[src/freeze_gate_defines.svh]
`ifndef FREEZE_GATE_DEFINES_SVH
`define FREEZE_GATE_DEFINES_SVH
`define PIN_ASSERTED   1'b0
`define PIN_RELEASED   1'b1
`define GATE_ASSERTED  1'b1
`define SYNC_RESET     2'b11
`define OUT_IDLE       1'b0
`define MODE_PIN_ONLY  1'b0
`define MODE_PIN_LOGIC 1'b1
`endif

[src/freeze_gate_pkg.sv]
package freeze_gate_pkg;
  typedef enum logic [1:0]
  {
    ST_RUN    = 2'b00,
    ST_FROZEN = 2'b01,
    ST_REARM  = 2'b10
  } freeze_state_t;
endpackage : freeze_gate_pkg

[src/freeze_mode_entry_gate.sv]
`include "freeze_gate_defines.svh"

module freeze_mode_entry_gate
(
  input  wire logic mclk,
  input  wire logic rst_n,
  input  wire logic freeze_request_pin_n,
  input  wire logic entry_gate_signal,
  input  wire logic mode_pin_logic,
  output logic      freeze_active,
  output logic      gate_still_high
);

  logic                           pin_meta_r;
  logic                           pin_sync_r;
  logic                           pin_req;
  logic                           pin_and_logic;
  logic                           gate_ok;
  logic                           freeze_nxt;
  logic                           rearm_nxt;
  freeze_gate_pkg::freeze_state_t state_r;
  freeze_gate_pkg::freeze_state_t state_nxt;

  // Two flops; the first feeds only the second
  // A pin pulse shorter than one clock may be missed
  always_ff @(posedge mclk)
  begin
    if (!rst_n)
    begin
      pin_meta_r <= `PIN_RELEASED;
      pin_sync_r <= `PIN_RELEASED;
    end
    else
    begin
      pin_meta_r <= freeze_request_pin_n;
      pin_sync_r <= pin_meta_r;
    end
  end

  // Pin polarity is decoded once, after the synchroniser
  always_comb
  begin
    if (pin_sync_r == `PIN_ASSERTED)
    begin
      pin_req = 1'b1;
    end
    else
    begin
      pin_req = 1'b0;
    end
  end

  always_comb
  begin
    if (mode_pin_logic == `MODE_PIN_LOGIC)
    begin
      pin_and_logic = 1'b1;
    end
    else
    begin
      pin_and_logic = 1'b0;
    end
  end

  // In pin-and-logic mode the gate qualifies entry and also decides when ST_REARM returns to ST_RUN
  always_comb
  begin
    if (!pin_and_logic)
    begin
      gate_ok = 1'b1;
    end
    else if (entry_gate_signal == `GATE_ASSERTED)
    begin
      gate_ok = 1'b1;
    end
    else
    begin
      gate_ok = 1'b0;
    end
  end

  always_comb
  begin
    state_nxt = state_r;
    unique case (state_r)
      freeze_gate_pkg::ST_RUN:
      begin
        if (pin_req && gate_ok)
        begin
          state_nxt = freeze_gate_pkg::ST_FROZEN;
        end
        else
        begin
          state_nxt = freeze_gate_pkg::ST_RUN;
        end
      end

      freeze_gate_pkg::ST_FROZEN:
      begin
        if (!pin_req)
        begin
          state_nxt = freeze_gate_pkg::ST_REARM;
        end
        else
        begin
          state_nxt = freeze_gate_pkg::ST_FROZEN;
        end
      end

      freeze_gate_pkg::ST_REARM:
      begin
        // In pin-and-logic mode wait for the gate to fall so a stale high gate cannot re-freeze; pin-only mode returns at once
        if (!gate_ok || !pin_and_logic)
        begin
          state_nxt = freeze_gate_pkg::ST_RUN;
        end
        else
        begin
          state_nxt = freeze_gate_pkg::ST_REARM;
        end
      end

      default:
      begin
        state_nxt = freeze_gate_pkg::ST_RUN;
      end
    endcase
  end

  // Outputs mirror the next state so they line up with the state register
  always_comb
  begin
    freeze_nxt = 1'b0;
    unique case (state_nxt)
      freeze_gate_pkg::ST_RUN:
      begin
        freeze_nxt = 1'b0;
      end
      freeze_gate_pkg::ST_FROZEN:
      begin
        freeze_nxt = 1'b1;
      end
      freeze_gate_pkg::ST_REARM:
      begin
        freeze_nxt = 1'b0;
      end
      default:
      begin
        freeze_nxt = 1'b0;
      end
    endcase
  end

  always_comb
  begin
    rearm_nxt = 1'b0;
    unique case (state_nxt)
      freeze_gate_pkg::ST_RUN:
      begin
        rearm_nxt = 1'b0;
      end
      freeze_gate_pkg::ST_FROZEN:
      begin
        rearm_nxt = 1'b0;
      end
      freeze_gate_pkg::ST_REARM:
      begin
        rearm_nxt = 1'b1;
      end
      default:
      begin
        rearm_nxt = 1'b0;
      end
    endcase
  end

  always_ff @(posedge mclk)
  begin
    if (!rst_n)
    begin
      state_r <= freeze_gate_pkg::ST_RUN;
    end
    else
    begin
      state_r <= state_nxt;
    end
  end

  // Registered so the pin-side logic never sees a decode glitch
  always_ff @(posedge mclk)
  begin
    if (!rst_n)
    begin
      freeze_active <= `OUT_IDLE;
    end
    else
    begin
      freeze_active <= freeze_nxt;
    end
  end

  always_ff @(posedge mclk)
  begin
    if (!rst_n)
    begin
      gate_still_high <= `OUT_IDLE;
    end
    else
    begin
      gate_still_high <= rearm_nxt;
    end
  end

endmodule : freeze_mode_entry_gate

[config.mk]
export PLATFORM = sky130hd
export DESIGN_NAME = freeze_mode_entry_gate
export DESIGN_NICKNAME = d
export VERILOG_FILES = /design/src/freeze_gate_pkg.sv /design/src/freeze_mode_entry_gate.sv
export VERILOG_INCLUDE_DIRS = /design/src
export SDC_FILE = /design/constraint.sdc
export NUM_CORES = 1
export LEC_CHECK = 0
export ABC_AREA = 1
export BUFFER_PORTS_ARGS = -buffer_cell sky130_fd_sc_hd__buf_4
export CORE_AREA = 2 2 39 41
export CTS_CLUSTER_DIAMETER = 200
export DETAILED_ROUTE_END_ITERATION = 8
export DIE_AREA = 0 0 41 43
export GPL_ROUTABILITY_DRIVEN = 0
export PLACE_DENSITY = 0.3
export SYNTH_ARGS = -nofsm -noshare
export SYNTH_HDL_FRONTEND = slang
export SYNTH_SLANG_ARGS = --single-unit
export TNS_END_PERCENT = 100
[constraint.sdc]
create_clock -name mclk -period 1.6 [get_ports mclk]
set_input_delay 0.32 -clock mclk [delete_from_list [all_inputs] [get_ports mclk]]
set_output_delay 0.32 -clock mclk [all_outputs]
set_load 0.02 [all_outputs]
==> results.yml <==
clock_tree:
  clk_pin_slew_ns: 0.05
  cts_resized: 0
  cts-buffers-inserted: 3
  cts_tree: "built"
  clockBufferDepth: 2
  clk_latency_ns: 0.24
  post_cts_buffers: 0
  clock-sinks: 6
  htreeDepth: 1
  cts_hold_buf: 0
  clock-root-buffer: "clkbuf_4"
die:
  core_region_area_sq_um: 1380
  io-pin-count: 7
  die_w_um: 41
  start_util_pct: 14.2
  design.die.area_sq_um: 1760
  die_h_um: 43
  fp-row-count: 14
global_routing:
  grt_overflow_total: 0
  grt_usage_pct: 5.43
  grt_start_max_net_pins: 7
  antenna_found_initial: 0
  grt_pass1_wl_um: 565
  grt_pass1_vias: 172
job:
  cap_violations: 0
power:
  swShare_pct: 20.4
  ir_drop_mv: 0.207
  comb_power_share_pct: 6.1
  pwr-share-seq_pct: 49.7
  p_total_mw: 0.314
  internal-power_mw: 0.250
  p_switching_mw: 0.0640
  p_clk_share_pct: 44.2
  leakagePower_nw: 0.136
  pwr_density_cell_nw_per_um2: 1110
worst_setup_path:
  critical_path_buf_inv_count: 1
  cp_top_family: "flip-flops"
  arrival_ns: 0.67
  slowest_delay_ns: 0.29
  worst_r2r_endpoint: "freeze_active"
  worst_path_max_delay_cell: "dfxtp_1"
  worstRegToRegCells: 2
  crit_path_end_kind: "output pin"
  crit_type: "reg -> out"
  cp-start-kind: "flip-flop"
  rrSetupSlack_ns: 0.87
  r2r-start: "state_r[0]"
  cp_max_fo: 1
  required_ns: 1.28
  worstPathCellList: "buf_4"
outcome:
  status: "finished, final reports clean"
timing:
  fin_worst_skew_ns: 0.00135
  max_slew_margin_pct: 84.8
  fin_crit_ns: 0.994
  max_freq_mhz: 1010
  rsz0062_at_grt: "false"
  worstMarginPinSlew_ns: 0.225
  period_share_pct: 62.1
  tns_ns: 0
  hold_violations: 0
  setup_violations: 0
  timing.hold.ws_ns: 0.269
  drv_slew: 0
synth:
  seq_area_frac_synth_pct: 61.1
  syn_nets: 28
  syn_avg_cell_area_sq_um: 8.54
  ys_types: 10
  yosysWarnings: 0
  ys_ff_latch: 6
  synthCells: 23
  synthesis.area_sq_um: 196
drt:
  ant_nets: 0
  drc: 0
  viasPerCell: 3.23
  num_vias: 155
  wirelength_um: 335
  drtPass1Iterations: 1
  routedWlPerCell_um: 6.98
  drt_iter0_drc: 0
final_layout:
  fill_cells: 162
  drive_gt1_share_pct: 40.6
  utilization_pct: 20.5
  nNetsFinal: 39
  final_area_sq_um: 284
  multi_input_area_sq_um: 61.3
  areaGrowthSynthToFinish_pct: 44.6
  n_antenna_cell: 0
  regArea_sq_um: 120
  layout_common_cells: "dfxtp_1, buf_4"
place:
  placed_area_sq_um: 262
  io_buffers: 6
worst_hold_path:
  hold_end: "pin_meta_r"
  hold_path_startpoint: "freeze_request_pin_n"
  min_path_cells: 2
  hold_path.class: "in -> reg"
==> area by class of cell <==
class                      count  area share, %
multi-input combinational     13           21.6
clock buffer                   3           7.93
tap                           16           7.05
timing repair buffer           6           15.9
inverter                       4           5.29
sequential                     6           42.3
==> flip-flops by register name, indices dropped and copies added (netlist names) <==
register and flops:
freeze_active 1, pin_meta_r 1, state_r 2, gate_still_high 1, pin_sync_r 1
==> kinds of logic after synthesis <==
group           Yosys count  share of synthesized area [%]
compound gates            3                           7.64
flops                     6                           61.1
buf+inv                   4                           7.64
simple gates             10                           23.6
==> stage by stage <==
| step | worst slack (ns) | cells |
|---|---|---|
| after floorplan | 0.845 | 23 |
| after global placement | 0.678 | 45 |
| after detailed placement | 0.682 | 45 |
| after CTS | 0.591 | 48 |
| after global routing | 0.571 | 48 |
| final | 0.606 | 48 |
==> worst max-delay path by stage <==
stage	startpoint	end	slack [ns]	depth (start not counted)
floorplan	rst_n	pin_meta_r	0.84	2
global placement	entry_gate_signal	freeze_active	0.68	5
detailed placement	entry_gate_signal	freeze_active	0.68	5
CTS	gate_still_high	gate_still_high	0.59	1
global route	freeze_active	freeze_active	0.57	1
finish	gate_still_high	gate_still_high	0.61	1
==> cell usage after synthesis, drive strengths merged <==
| master | n | area (sq um) |
|---|---|---|
| nand3 | 1 | 5.00 |
| nand2 | 3 | 11.3 |
| nor2 | 4 | 17.5 |
| o21ai | 1 | 5.00 |
| a21oi | 2 | 10.0 |
| dfxtp | 6 | 120 |
| or2 | 2 | 12.5 |
| inv | 4 | 15.0 |
==> metal layers <==
layer  vias to the layer above  GRT usage, %  routed length [um]
met5                         -             0                   0
met4                         0          8.00                   0
met3                         0          3.14                  23
met2                         5          7.19                 174
met1                        63          4.21                 137
li1                         87             -                   -
==> power groups by stage <==
stage	combinational, mW	sequential (mW)	clock (mW)
after floorplan	0.00766	0.160	0
after global placement	0.0195	0.159	0
after detailed placement	0.0197	0.159	0
after CTS	0.0199	0.156	0.149
after global routing	0.0217	0.156	0.155
final	0.0193	0.156	0.139
Note: power is estimated with default switching activity, not from simulation.
